<file path="src/logic/dcp_map.vh">
// Notes on behaviour
// RULE1: mode 3: channel 1 image, label background graphics
// RULE2: mode 0: image 1 on characters, off background
// RULE3: image 1 characters win unless graphics/background conflict
// RULE4: mode 3 clears graphics into channels 1, 2
// RULE5: channel 2 mirrors channel 1 with image 2
// RULE6: priority: characters, background, graphics, image; in modes 1 and 2 the code lets graphics override characters
// RULE7: graphics overlay only stereo; background always graphics
// RULE8: mode 1 is lo only, mode 2 hi only
// RULE9: software alternates modes 1, 2 each field
// RULE10: dual enables active low, all terms false
// RULE11: image 1 to dual in modes 0, 1
// RULE12: image 2 to dual in modes 0, 2
// RULE13: mode 0 window pixels or sole image 2
// RULE14: palette only mode 0, both images, plain pixel
// RULE15: graphics to dual per half and mode
// RULE16: graphics to dual for cursor and label field; the cursor term is decoded in mode 0 only
// RULE17: mode 0 with no image gives graphics
// RULE18: mode 3 graphics act as third image
// RULE19: dual graphics clear: mode 3 background, blank 0
// RULE20: all control outputs registered on pixel clock
// RULE21: graphics halves reduced to one flag each
// RULE22: one dual source per pixel, inputs registered; mode 0 window with no image enables both image 2 and graphics
`ifndef DCP_MAP_VH
`define DCP_MAP_VH
`define DCP_ADDR_CTRL 4'h0
`define DCP_ADDR_STATUS 4'h4
`define DCP_CTRL_MODE_LO 0
`define DCP_CTRL_MODE_HI 1
`define DCP_CTRL_GFX_EN 2
`define DCP_CTRL_W 3
`define DCP_CTRL_RESET 3'h0
`define DCP_STATUS_W 10
`define DCP_RESP_OKAY 2'h0
`define DCP_RESP_SLVERR 2'h2
`define DCP_LOWER_HI 3
`define DCP_UPPER_LO 4
`define DCP_UPPER_HI 7
`endif

</file>
<file path="src/logic/dcp_prioritizer.v">
// Decided for this implementation: register access over AXI4-Lite and the placing of the registers.
`timescale 1ns/1ns
`default_nettype none
`include "dcp_map.vh"
module dcp_prioritizer (
	// clock and reset
	input wire aclk,
	input wire aresetn,
	// axi4-lite write address
	input wire [3:0] s_axi_awaddr,
	input wire [2:0] s_axi_awprot,
	input wire s_axi_awvalid,
	output reg s_axi_awready,
	// axi4-lite write data
	input wire [31:0] s_axi_wdata,
	input wire [3:0] s_axi_wstrb,
	input wire s_axi_wvalid,
	output reg s_axi_wready,
	// axi4-lite write response
	output reg [1:0] s_axi_bresp,
	output reg s_axi_bvalid,
	input wire s_axi_bready,
	// axi4-lite read address
	input wire [3:0] s_axi_araddr,
	input wire [2:0] s_axi_arprot,
	input wire s_axi_arvalid,
	output reg s_axi_arready,
	// axi4-lite read data
	output reg [31:0] s_axi_rdata,
	output reg [1:0] s_axi_rresp,
	output reg s_axi_rvalid,
	input wire s_axi_rready,
	// pixel flags
	input wire image1_active,
	input wire image2_active,
	input wire cursor0_pixel,
	input wire cursor1_pixel,
	input wire window2_pixel,
	input wire img1_label_field,
	input wire img2_label_field,
	input wire gfx_label_field,
	input wire char_pixel,
	input wire [7:0] gfx_bits,
	// channel multiplexer controls
	output reg gfx_to_ch1_en_n,
	output reg img_to_ch1_en_n,
	output reg gfx_to_ch2_en_n,
	output reg img_to_ch2_en_n,
	output reg clear_gfx_to_images_n,
	// dual channel multiplexer controls
	output reg img1_to_dual_en_n,
	output reg img2_to_dual_en_n,
	output reg dual_palette_en_n,
	output reg gfx_to_dual_en_n,
	output reg clear_gfx_to_dual_n
);

	// control register: mode bits and graphics enable
	reg [`DCP_CTRL_W-1:0] ctrl_q;
	wire mode_sel_lo;
	wire mode_sel_hi;
	wire gfx_en;
	assign mode_sel_lo = ctrl_q[`DCP_CTRL_MODE_LO];
	assign mode_sel_hi = ctrl_q[`DCP_CTRL_MODE_HI];
	assign gfx_en = ctrl_q[`DCP_CTRL_GFX_EN];

	// registered pixel inputs
	reg i1_q, i2_q, cb0_q, cb1_q, win_q, lb1_q, lb2_q, glb_q, chr_q;
	reg lower_gfx_idle_q, upper_gfx_idle_q;

	always @(posedge aclk) begin // [RULE22]
		i1_q <= image1_active;
		i2_q <= image2_active;
		cb0_q <= cursor0_pixel;
		cb1_q <= cursor1_pixel;
		win_q <= window2_pixel;
		lb1_q <= img1_label_field;
		lb2_q <= img2_label_field;
		glb_q <= gfx_label_field;
		chr_q <= char_pixel;
		lower_gfx_idle_q <= ~|gfx_bits[`DCP_LOWER_HI:0]; // [RULE21]
		upper_gfx_idle_q <= ~|gfx_bits[`DCP_UPPER_HI:`DCP_UPPER_LO]; // [RULE21]
	end

	// mode decode
	wire m0, m1, m2, m3, stereo;
	assign m0 = ~mode_sel_hi & ~mode_sel_lo;
	assign m1 = ~mode_sel_hi & mode_sel_lo; // [RULE8]
	assign m2 = mode_sel_hi & ~mode_sel_lo; // [RULE8]
	assign m3 = mode_sel_hi & mode_sel_lo;
	assign stereo = m1 | m2; // [RULE9]

	wire lo_act, up_act, curs;
	assign lo_act = ~lower_gfx_idle_q;
	assign up_act = ~upper_gfx_idle_q;
	assign curs = cb0_q | cb1_q;

	// channel selects: high picks graphics, low picks the image
	wire sc1, sc2;
	// label background first, then stereo graphics, else image
	assign sc1 = (lb1_q & ~chr_q) | (stereo & (glb_q | lo_act)); // [RULE1] [RULE2] [RULE3] [RULE6] [RULE7]
	assign sc2 = (lb2_q & ~chr_q) | (stereo & (glb_q | up_act)); // [RULE5] [RULE6] [RULE7]

	// dual channel terms; dc1, dc2 and dce high mean blocked
	wire dc1, dc2, dce, gde, cld;
	assign dc1 = mode_sel_hi | (m0 & (curs | win_q)) | (lo_act & gfx_en & ~mode_sel_hi) |
		(up_act & gfx_en & m0) | glb_q | (m0 & (~i1_q | i2_q)); // [RULE10] [RULE11]
	assign dc2 = mode_sel_lo | (m0 & curs) | (m0 & gfx_en & lo_act) |
		(gfx_en & up_act & ~mode_sel_lo) | glb_q |
		(m0 & ~win_q & ~(i2_q & ~i1_q)); // [RULE10] [RULE12] [RULE13]
	assign dce = mode_sel_hi | mode_sel_lo | curs | win_q | (gfx_en & (lo_act | up_act)) |
		~i1_q | ~i2_q | glb_q; // [RULE10] [RULE14]
	// graphics enable is true-active, inverted into the output
	assign gde = (lo_act & gfx_en & ~mode_sel_hi) | (up_act & gfx_en & ~mode_sel_lo) | // [RULE15]
		(m0 & curs) | glb_q | // [RULE16]
		(m0 & ~i1_q & ~i2_q) | // [RULE17]
		m3; // [RULE18]
	assign cld = (glb_q & ~chr_q & m3) |
		(m0 & ~curs & ~gfx_en & ~i1_q & ~i2_q); // [RULE19]

	// output realignment; reset parks everything deasserted
	always @(posedge aclk) begin // [RULE20]
		if (!aresetn) begin
			gfx_to_ch1_en_n <= 1'b1;
			img_to_ch1_en_n <= 1'b1;
			gfx_to_ch2_en_n <= 1'b1;
			img_to_ch2_en_n <= 1'b1;
			clear_gfx_to_images_n <= 1'b1;
			img1_to_dual_en_n <= 1'b1;
			img2_to_dual_en_n <= 1'b1;
			dual_palette_en_n <= 1'b1;
			gfx_to_dual_en_n <= 1'b1;
			clear_gfx_to_dual_n <= 1'b1;
		end else begin
			img_to_ch1_en_n <= sc1;
			gfx_to_ch1_en_n <= ~sc1;
			img_to_ch2_en_n <= sc2; // [RULE5]
			gfx_to_ch2_en_n <= ~sc2;
			clear_gfx_to_images_n <= ~m3; // [RULE4]
			img1_to_dual_en_n <= dc1;
			img2_to_dual_en_n <= dc2;
			dual_palette_en_n <= dce;
			gfx_to_dual_en_n <= ~gde;
			clear_gfx_to_dual_n <= ~cld;
		end
	end

	// ---- axi4-lite slave ----
	reg aw_hold_q, w_hold_q;
	reg [3:0] awaddr_q;
	reg [31:0] wdata_q;
	reg [3:0] wstrb_q;
	wire aw_take, w_take, do_write, ar_take;
	wire aw_hold_d, w_hold_d, bvalid_d, rvalid_d;
	assign aw_take = s_axi_awvalid & s_axi_awready;
	assign w_take = s_axi_wvalid & s_axi_wready;
	// commit in the cycle both halves are held, only with no response pending
	assign do_write = aw_hold_q & w_hold_q & ~s_axi_bvalid;
	assign aw_hold_d = (aw_hold_q & ~do_write) | aw_take;
	assign w_hold_d = (w_hold_q & ~do_write) | w_take;
	assign bvalid_d = (s_axi_bvalid & ~s_axi_bready) | do_write;
	assign ar_take = s_axi_arvalid & s_axi_arready;
	assign rvalid_d = (s_axi_rvalid & ~s_axi_rready) | ar_take;

	wire [`DCP_STATUS_W-1:0] status;
	assign status = {clear_gfx_to_dual_n, gfx_to_dual_en_n, dual_palette_en_n,
		img2_to_dual_en_n, img1_to_dual_en_n, clear_gfx_to_images_n,
		img_to_ch2_en_n, gfx_to_ch2_en_n, img_to_ch1_en_n, gfx_to_ch1_en_n};

	always @(posedge aclk) begin
		if (!aresetn) begin
			aw_hold_q <= 1'b0;
			w_hold_q <= 1'b0;
			awaddr_q <= 4'h0;
			wdata_q <= 32'h0;
			wstrb_q <= 4'h0;
			ctrl_q <= `DCP_CTRL_RESET;
			s_axi_awready <= 1'b0;
			s_axi_wready <= 1'b0;
			s_axi_bvalid <= 1'b0;
			s_axi_bresp <= `DCP_RESP_OKAY;
			s_axi_arready <= 1'b0;
			s_axi_rvalid <= 1'b0;
			s_axi_rdata <= 32'h0;
			s_axi_rresp <= `DCP_RESP_OKAY;
		end else begin
			aw_hold_q <= aw_hold_d;
			w_hold_q <= w_hold_d;
			s_axi_awready <= ~aw_hold_d;
			s_axi_wready <= ~w_hold_d;
			s_axi_bvalid <= bvalid_d;
			s_axi_arready <= ~rvalid_d;
			s_axi_rvalid <= rvalid_d;
			if (aw_take) begin
				awaddr_q <= s_axi_awaddr;
			end
			if (w_take) begin
				wdata_q <= s_axi_wdata;
				wstrb_q <= s_axi_wstrb;
			end
			if (do_write) begin
				if (awaddr_q == `DCP_ADDR_CTRL) begin
					s_axi_bresp <= `DCP_RESP_OKAY;
					if (wstrb_q[0]) begin
						ctrl_q <= wdata_q[`DCP_CTRL_W-1:0];
					end
				end else if (awaddr_q == `DCP_ADDR_STATUS) begin
					// status is read-only; write is dropped quietly
					s_axi_bresp <= `DCP_RESP_OKAY;
				end else begin
					s_axi_bresp <= `DCP_RESP_SLVERR;
				end
			end
			if (ar_take) begin
				case (s_axi_araddr)
				`DCP_ADDR_CTRL: begin
					s_axi_rdata <= {29'h0, ctrl_q};
					s_axi_rresp <= `DCP_RESP_OKAY;
				end
				`DCP_ADDR_STATUS: begin
					s_axi_rdata <= {22'h0, status};
					s_axi_rresp <= `DCP_RESP_OKAY;
				end
				default: begin
					s_axi_rdata <= 32'h0;
					s_axi_rresp <= `DCP_RESP_SLVERR;
				end
				endcase
			end
		end
	end

endmodule
`default_nettype wire

</file>
<file path="config.mk">
export PLATFORM = sky130hd
export DESIGN_NAME = dcp_prioritizer
export DESIGN_NICKNAME = d
export VERILOG_FILES = /design/src/logic/dcp_prioritizer.v
export VERILOG_INCLUDE_DIRS = /design/src /design/src/logic
export SDC_FILE = /design/constraint.sdc
export NUM_CORES = 1
export LEC_CHECK = 0
export ABC_AREA = 1
export BUFFER_PORTS_ARGS = -buffer_cell sky130_fd_sc_hd__buf_2
export CAP_MARGIN = 20
export CORE_AREA = 8 8 77 79
export CTS_CLUSTER_DIAMETER = 150
export CTS_CLUSTER_SIZE = 25
export DETAILED_ROUTE_END_ITERATION = 10
export DIE_AREA = 0 0 85 87
export PLACE_DENSITY = 0.89
export SLEW_MARGIN = 10
export SYNTH_ARGS = -nofsm -noshare
export SYNTH_HDL_FRONTEND = slang
export SYNTH_SLANG_ARGS = --single-unit
</file>
<file path="constraint.sdc">
create_clock -name aclk -period 3.1 [get_ports aclk]
set_clock_uncertainty 0.2 [all_clocks]
set_input_delay 0.155 -clock aclk [delete_from_list [all_inputs] [get_ports aclk]]
set_output_delay 0.155 -clock aclk [all_outputs]
set_load 0.01 [all_outputs]
</file>
==> flow_metrics.py, run 1 <==
metrics = {
    "outcome": {
        "outcome": "finished, final reports clean",
    },
    "sta": {
        "finalHoldViolCount": 0,
        "finalSetupViolations": 0,
        "max_freq_ghz": 0.591,
        "period_needed_ns": 1.69,
        "rsz0062_at_grt": "false",
        "finalCritPeriodShare_pct": 54.6,
        "setup_tns_ns": 0,
        "final-max-slew-violation-count": 0,
    },
    "logic_synthesis": {
        "synth_cell_types": 31,
        "synth.top_cell.area_share_pct": 49.4,
        "synth_area_leaders": "dfxtp_1, buf_4, nand2_1, nor2_1, inv_1",
        "yosysTopAreaCell": "dfxtp_1",
        "synth_edf_count": 0,
        "yosysWarnings": 0,
        "yosysMostFrequentCell": "dfxtp_1",
        "synth_area_per_cell_um2": 8.44,
        "syn_area_um2": 2070,
        "ys_ff_latch": 51,
        "synth-seq-area-share_pct": 49.4,
        "syn_inst": 245,
        "synth_common_cells": "dfxtp_1, nand2_1, nor2_1, buf_4, inv_1",
        "async_flop_share_pct": 0,
        "ys.flop_type": "dfxtp_1",
    },
    "power": {
        "p_int_mw": 1.01,
        "p_seq_share_pct": 52.9,
        "peakVddDrop_v": 0.000379,
        "clockPowerShare_pct": 35.1,
        "comb_power_share_pct": 11.9,
        "switching_share_pct": 23.4,
        "p_per_area_nw_per_um2": 497,
        "p_sw_uw": 310,
        "p_leak_nw": 1.28,
    },
    "critical_path": {
        "r2r_end": "clear_gfx_to_dual_n$_SDFF_PN1_",
        "cp_max_fo": 22,
        "critPathRequiredTime_ns": 3.08,
        "path_class": "primary input to flop",
        "endpoint": "dual_palette_en_n$_SDFF_PN1_",
        "crit_arrival_ns": 1.67,
        "cp-end-kind": "flop",
        "cp-start-kind": "primary input",
        "startpoint": "aresetn",
        "reg2reg_setup_slack_ns": 1.59,
        "regToRegStartpoint": "ctrl_q[1]$_SDFFE_PN0P_",
        "reg2reg_depth": 7,
    },
    "route": {
        "avgViaCountPerCell": 4.61,
        "drc": 0,
        "vias": 1795,
        "drt_iter0_drc": 145,
        "wl_mm": 4.94,
        "drt-wirelength-per-cell_um": 12.7,
        "antenna_left": 0,
        "drt_first_pass_iters": 4,
    },
    "floorplanning": {
        "ioPinCount": 125,
        "die_area_um2": 7400,
        "start_util_pct": 42.6,
        "die_w_um": 85,
        "die-height_um": 87,
        "core_um2": 4850,
        "num_rows": 26,
    },
    "clock_network": {
        "clockRootBuffer": "clkbuf_8",
        "cts_buffers": 5,
        "cts_resized": 0,
        "clock_latency_ns": 0.29,
        "cts_buffer_depth": 2,
        "cts_tree": "yes",
        "clk_pin_slew_ns": 0.09,
        "h-tree-depth": 2,
        "clock_sink_count": 51,
    },
    "grt": {
        "antenna_found_initial": 0,
        "grt.total_usage_pct": 13.5,
        "grt_max_degree": 23,
        "overflow": 0,
        "grt_first_pass_wirelength_mm": 8.09,
        "first_global_vias": 1856,
    },
    "cells_and_area": {
        "final_core_util_pct": 55.0,
        "diodes": 0,
        "nNetsFinal": 409,
        "drive_above_1_share_pct": 23.1,
        "area_delta_synth_final_pct": 28.9,
    },
    "run": {
        "max_cap_violations": 0,
    },
    "place": {
        "io_buffers": 62,
        "gp_congestion": 0.781,
        "hpwl_mm": 3.50,
    },
    "worst_hold_path": {
        "worst_hold_path_type": "primary input to flop",
    },
}
==> worst min-delay path by stage <==
stage | start | end | slack (ns) | cells after the start
3_3_place_gp | cursor1_pixel | cb1_q$_DFF_P_ | 0.06 | 1
5_1_grt | s_axi_araddr[0] | s_axi_rdata[8]$_SDFFE_PN0P_ | 0.02 | 4
2_1_floorplan | cursor0_pixel | cb0_q$_DFF_P_ | -0.02 | 0
3_5_place_dp | window2_pixel | win_q$_DFF_P_ | 0.06 | 1
6_report | s_axi_araddr[0] | s_axi_rdata[5]$_SDFFE_PN0P_ | 0.01 | 4
4_1_cts | s_axi_araddr[0] | s_axi_rdata[5]$_SDFFE_PN0P_ | 0.009 | 4
==> area by class of cell <==
| type | instances | area, um^2 |
|---|---|---|
| multi-input combinational | 162 | 803 |
| timing repair buffer | 86 | 551 |
| tap | 56 | 70.1 |
| clock inverter | 2 | 35.0 |
| sequential | 51 | 1020 |
| inverter | 26 | 103 |
| fill | 437 | 2180 |
| clock buffer | 6 | 82.6 |
==> routing by layer <==
metal / vias to the layer above / track usage, % / wire (um)
li1: 917 / - / -
met1: 796 / 13.6 / 1950
met2: 69 / 23.9 / 2460
met3: 13 / 5.19 / 394
met4: 0 / 6.47 / 129
met5: - / 0 / 0
==> through the flow <==
step           worst slack (ns)  total power [mW]  instances  hold slack, ns  area (um^2)
2_1_floorplan              1.82             0.823        268         -0.0173         2150
3_3_place_gp               1.64             0.845        357          0.0586         2310
3_5_place_dp               1.65             0.849        357          0.0586         2310
4_1_cts                    1.44              1.33        389         0.00899         2670
5_1_grt                    1.31              1.39        389          0.0214         2670
6_report                   1.41              1.32        389          0.0113         2670
==> sequential cells by signal, indices dropped and copies added (netlist names), 3 cells and up <==
name and cells:
s_axi_rdata 10, awaddr_q 4, ctrl_q 3, wdata_q 3
==> cells by family after synthesis <==
logic type                 share of synthesized area, %
DFF                                                49.4
AOI/OAI and AO/OA                                  9.50
other                                             0.181
and+or+nand+nor                                    23.2
buffers and inverters                              15.9
adders and majority gates                          1.82
==> power groups by stage <==
stage | Combinational [mW] | Clock [mW] | Sequential [mW]
2_1_floorplan | 0.103 | 0 | 0.720
3_3_place_gp | 0.130 | 0 | 0.715
3_5_place_dp | 0.133 | 0 | 0.716
4_1_cts | 0.156 | 0.473 | 0.701
5_1_grt | 0.177 | 0.509 | 0.705
6_report | 0.158 | 0.465 | 0.701
==> critical path, stage by stage <==
cell and delay [ns]:
dlygate4sd3_1 0.54, buf_2 0.33, inv_2 0.23, nor3_1 0.29, nand3_1 0.12
==> repair_timing <==
item / CTS / global route
hold endpoints to repair: 23 / 0
setup endpoints to repair: 0 / 0
setup buffers: 0 / 0
hold buffers: 24 / 0
==> cell usage in the layout (no fill, tap or decap), types with 2 or more instances in the layout <==
cell type	netlist	final
ha_1	3	3
dlygate4sd3_1	0	24
a22oi_1	2	2
nor2_4	2	2
clkbuf_8	0	6
nand2_1	31	31
nor2_1	29	29
and2_1	2	2
buf_2	3	62
o21ai_0	14	14
dfxtp_1	51	51
nor3_1	4	4
nor4_1	2	2
nand4_1	10	10
a21oi_1	17	17
nand3_1	11	11
nand3b_1	2	2
inv_1	24	24
conb_1	1	24
Note: power is estimated with default switching activity, not from simulation.
==> inputs of run 2 (changes only) <==
Settings changed: ABC_AREA 1 to 0, CORE_AREA 8 8 77 79 to 8 8 79 81, DIE_AREA 0 0 85 87 to 0 0 87 89, PLACE_DENSITY 0.89 to 0.84.
Clock period 3.1 ns to 1.65 ns, I/O delays scaled along.
==> run 2 against run 1 <==
Clock power increased by 89%. Highest routed layer unchanged. Sequential power increased by 87%. Critical path depth unchanged. Largest power group unchanged.
==> flow_metrics.py, run 2 <==
metrics = {
    "cells_and_area": {
        "reg.largest.list": "s_axi_rdata: 10 flops, awaddr_q: 4 flops",
        "fillCellCount": 444,
        "largest_register_ffs": 10,
        "area_delta_synth_final_pct": 40.4,
        "drive_above_1_share_pct": 28.5,
        "fin_cells": 389,
        "regMostFlops": "s_axi_rdata",
        "final_common_cell": "buf_2",
        "nNetsFinal": 395,
        "diodes": 0,
        "final_cell_mix": "buf_2, dfxtp_1, dlygate4sd3_1",
    },
    "floorplanning": {
        "die-height_um": 89,
        "die_area_um2": 7740,
        "core_um2": 4980,
        "die_w_um": 87,
        "start_util_pct": 40.5,
        "ioPinCount": 125,
        "num_rows": 26,
    },
    "grt": {
        "antenna_found_initial": 0,
        "first_global_vias": 1813,
        "grt.total_usage_pct": 13.4,
        "overflow": 0,
        "grt_max_degree": 29,
        "grt_first_pass_wirelength_mm": 8.09,
    },
    "clock_network": {
        "cts_buffers": 5,
        "h-tree-depth": 2,
        "cts_tree": "yes",
        "cts_buffer_depth": 2,
        "clockRootBuffer": "clkbuf_8",
        "post-cts-setup-buffers": 0,
        "clock_sink_count": 51,
        "clock_latency_ns": 0.30,
        "clk_pin_slew_ns": 0.09,
    },
    "route": {
        "drc": 0,
        "wl_mm": 5.03,
        "avgViaCountPerCell": 4.67,
        "drt-wirelength-per-cell_um": 12.9,
        "drt_first_pass_iters": 4,
        "drt_iter0_drc": 65,
        "vias": 1816,
        "antenna_left": 0,
    },
    "place": {
        "io_buffers": 62,
        "dpl_worst_slack_ns": 0.0284,
        "hpwl_mm": 3.61,
        "dp_cells": 347,
        "gp_congestion": 0.816,
    },
    "sta": {
        "setup_slack_ns": 0.0533,
        "finalHoldViolCount": 0,
        "rsz0062_at_grt": "false",
        "final-max-slew-violation-count": 0,
        "setup_tns_ns": 0,
        "max_freq_ghz": 0.626,
        "period_needed_ns": 1.60,
        "finalSetupViolations": 0,
        "finalCritPeriodShare_pct": 96.8,
    },
    "logic_synthesis": {
        "yosysTopAreaCell": "dfxtp_1",
        "synth_edf_count": 0,
        "synth_cell_types": 35,
        "synth-seq-area-share_pct": 50.6,
        "yosysMostFrequentCell": "dfxtp_1",
        "syn_area_um2": 2020,
        "ys.flop_type": "dfxtp_1",
        "synth_area_per_cell_um2": 9.43,
        "async_flop_share_pct": 0,
        "ys_ff_latch": 51,
        "synth_common_cells": "dfxtp_1, buf_4, nand2_1, a21oi_1, nor2_1",
        "synth_area_leaders": "dfxtp_1, buf_4, a21oi_1, nand2_1, nand2b_1",
        "syn_inst": 214,
        "synth.top_cell.area_share_pct": 50.6,
        "yosysWarnings": 0,
    },
    "power": {
        "clockPowerShare_pct": 35.6,
        "p_seq_share_pct": 53.2,
        "peakVddDrop_v": 0.000552,
        "comb_power_share_pct": 11.2,
        "p_int_mw": 1.91,
        "switching_share_pct": 22.7,
        "p_sw_uw": 559,
        "totalPowerFinal_mw": 2.47,
        "p_per_area_nw_per_um2": 870,
        "p_leak_nw": 1.22,
    },
    "critical_path": {
        "critPathRequiredTime_ns": 1.65,
        "startpoint": "ctrl_q[1]$_SDFFE_PN0P_",
        "crit_path_cell_trace": "inv_2 > ha_4 > o21a_1 > a2111o_1 > a211o_2",
        "worst_path_max_delay_cell": "dfxtp_2",
        "path_class": "flop to flop",
        "regToRegStartpoint": "ctrl_q[1]$_SDFFE_PN0P_",
        "reg2reg_depth": 5,
        "cp_max_fo": 3,
        "crit_path_max_incr_delay_ns": 0.34,
        "cp_num_cells": 5,
        "endpoint": "img2_to_dual_en_n$_SDFF_PN1_",
        "critPathTopFamily": "compound AO/OA/AOI/OAI gates",
        "cp_num_buf_inv": 1,
        "cp-start-kind": "flop",
        "cp-end-kind": "flop",
        "reg2reg_setup_slack_ns": 0.05,
        "crit_arrival_ns": 1.59,
        "r2r_end": "img2_to_dual_en_n$_SDFF_PN1_",
    },
    "outcome": {
        "outcome": "finished, final reports clean",
    },
    "run": {
        "max_cap_violations": 0,
    },
    "worst_hold_path": {
        "worst_hold_path_type": "primary input to flop",
        "holdCritStartpoint": "s_axi_wvalid",
    },
}
==> run 2: stage by stage <==
stage | util [%] | cell area, um^2 | hold WS, ns
floorplan | - | 2110 | -0.0898
global placement | 47.5 | 2360 | -0.0143
detailed placement | 47.5 | 2360 | -0.0139
CTS | 56.7 | 2820 | 0.00299
global route | 56.9 | 2830 | 0.0525
finish | 56.9 | 2830 | 0.0340
==> run 2: power groups by stage <==
stage | registers [mW] | logic (mW) | clock network (mW)
2_1_floorplan | 1.34 | 0.159 | 0
3_3_place_gp | 1.34 | 0.209 | 0
3_5_place_dp | 1.34 | 0.213 | 0
4_1_cts | 1.31 | 0.270 | 0.904
5_1_grt | 1.32 | 0.307 | 0.955
6_report | 1.31 | 0.276 | 0.878
==> run 2: routing by layer <==
layer	share of wire [%]	up-vias	global-route usage, %
met1	40	817	13.4
met5	0	-	0
met2	47	90	23.6
met4	1.6	0	6.73
met3	12	5	5.42
li1	-	904	-
==> run 2: worst reg2reg max path, delay by kind of cell, from the launching register on <==
kind	cells	cell delay [ns]
compound gates	3	0.75
fa+ha+maj	1	0.16
buf+inv	1	0.05
flops	1	0.34
==> run 2: what timing repair did <==
action | in CTS | in global routing
setup endpoints to repair | 1 | 1
hold buffers | 34 | 0
hold endpoints to repair | 30 | 0
resized for setup | 0 | 3
pin swaps | 1 | 0
==> run 2: how the worst min path moves through the flow <==
stage                                          to  cells past startpoint  slack [ns]
after floorplan                     cb0_q$_DFF_P_                      0       -0.09
after global placement              cb1_q$_DFF_P_                      1       -0.01
after detailed placement             i2_q$_DFF_P_                      1       -0.01
after CTS                 wdata_q[2]$_SDFFE_PN0P_                      4       0.003
after global routing      wdata_q[0]$_SDFFE_PN0P_                      4        0.05
final                     wdata_q[2]$_SDFFE_PN0P_                      4        0.03
==> run 2: cells by family (layout without fill, tap and decap cells) <==
group	count (synthesis)	in the layout	share of synthesized area [%]
muxes	3	3	1.67
AOI/OAI and AO/OA	39	39	13.3
buffers and inverters	34	116	11.0
other	1	24	0.186
DFF	51	51	50.6
adders and majority gates	3	3	1.86
and+or+nand+nor	83	83	21.4
==> run 2: layout make-up <==
type	count	area, um^2	share of cell area, %
inverter	3	11.3	0.398
tap	70	87.6	3.09
clock buffer	6	82.6	2.92
clock inverter	2	35.0	1.24
timing repair buffer	105	718	25.4
sequential	51	1020	36.1
multi-input combinational	152	875	30.9
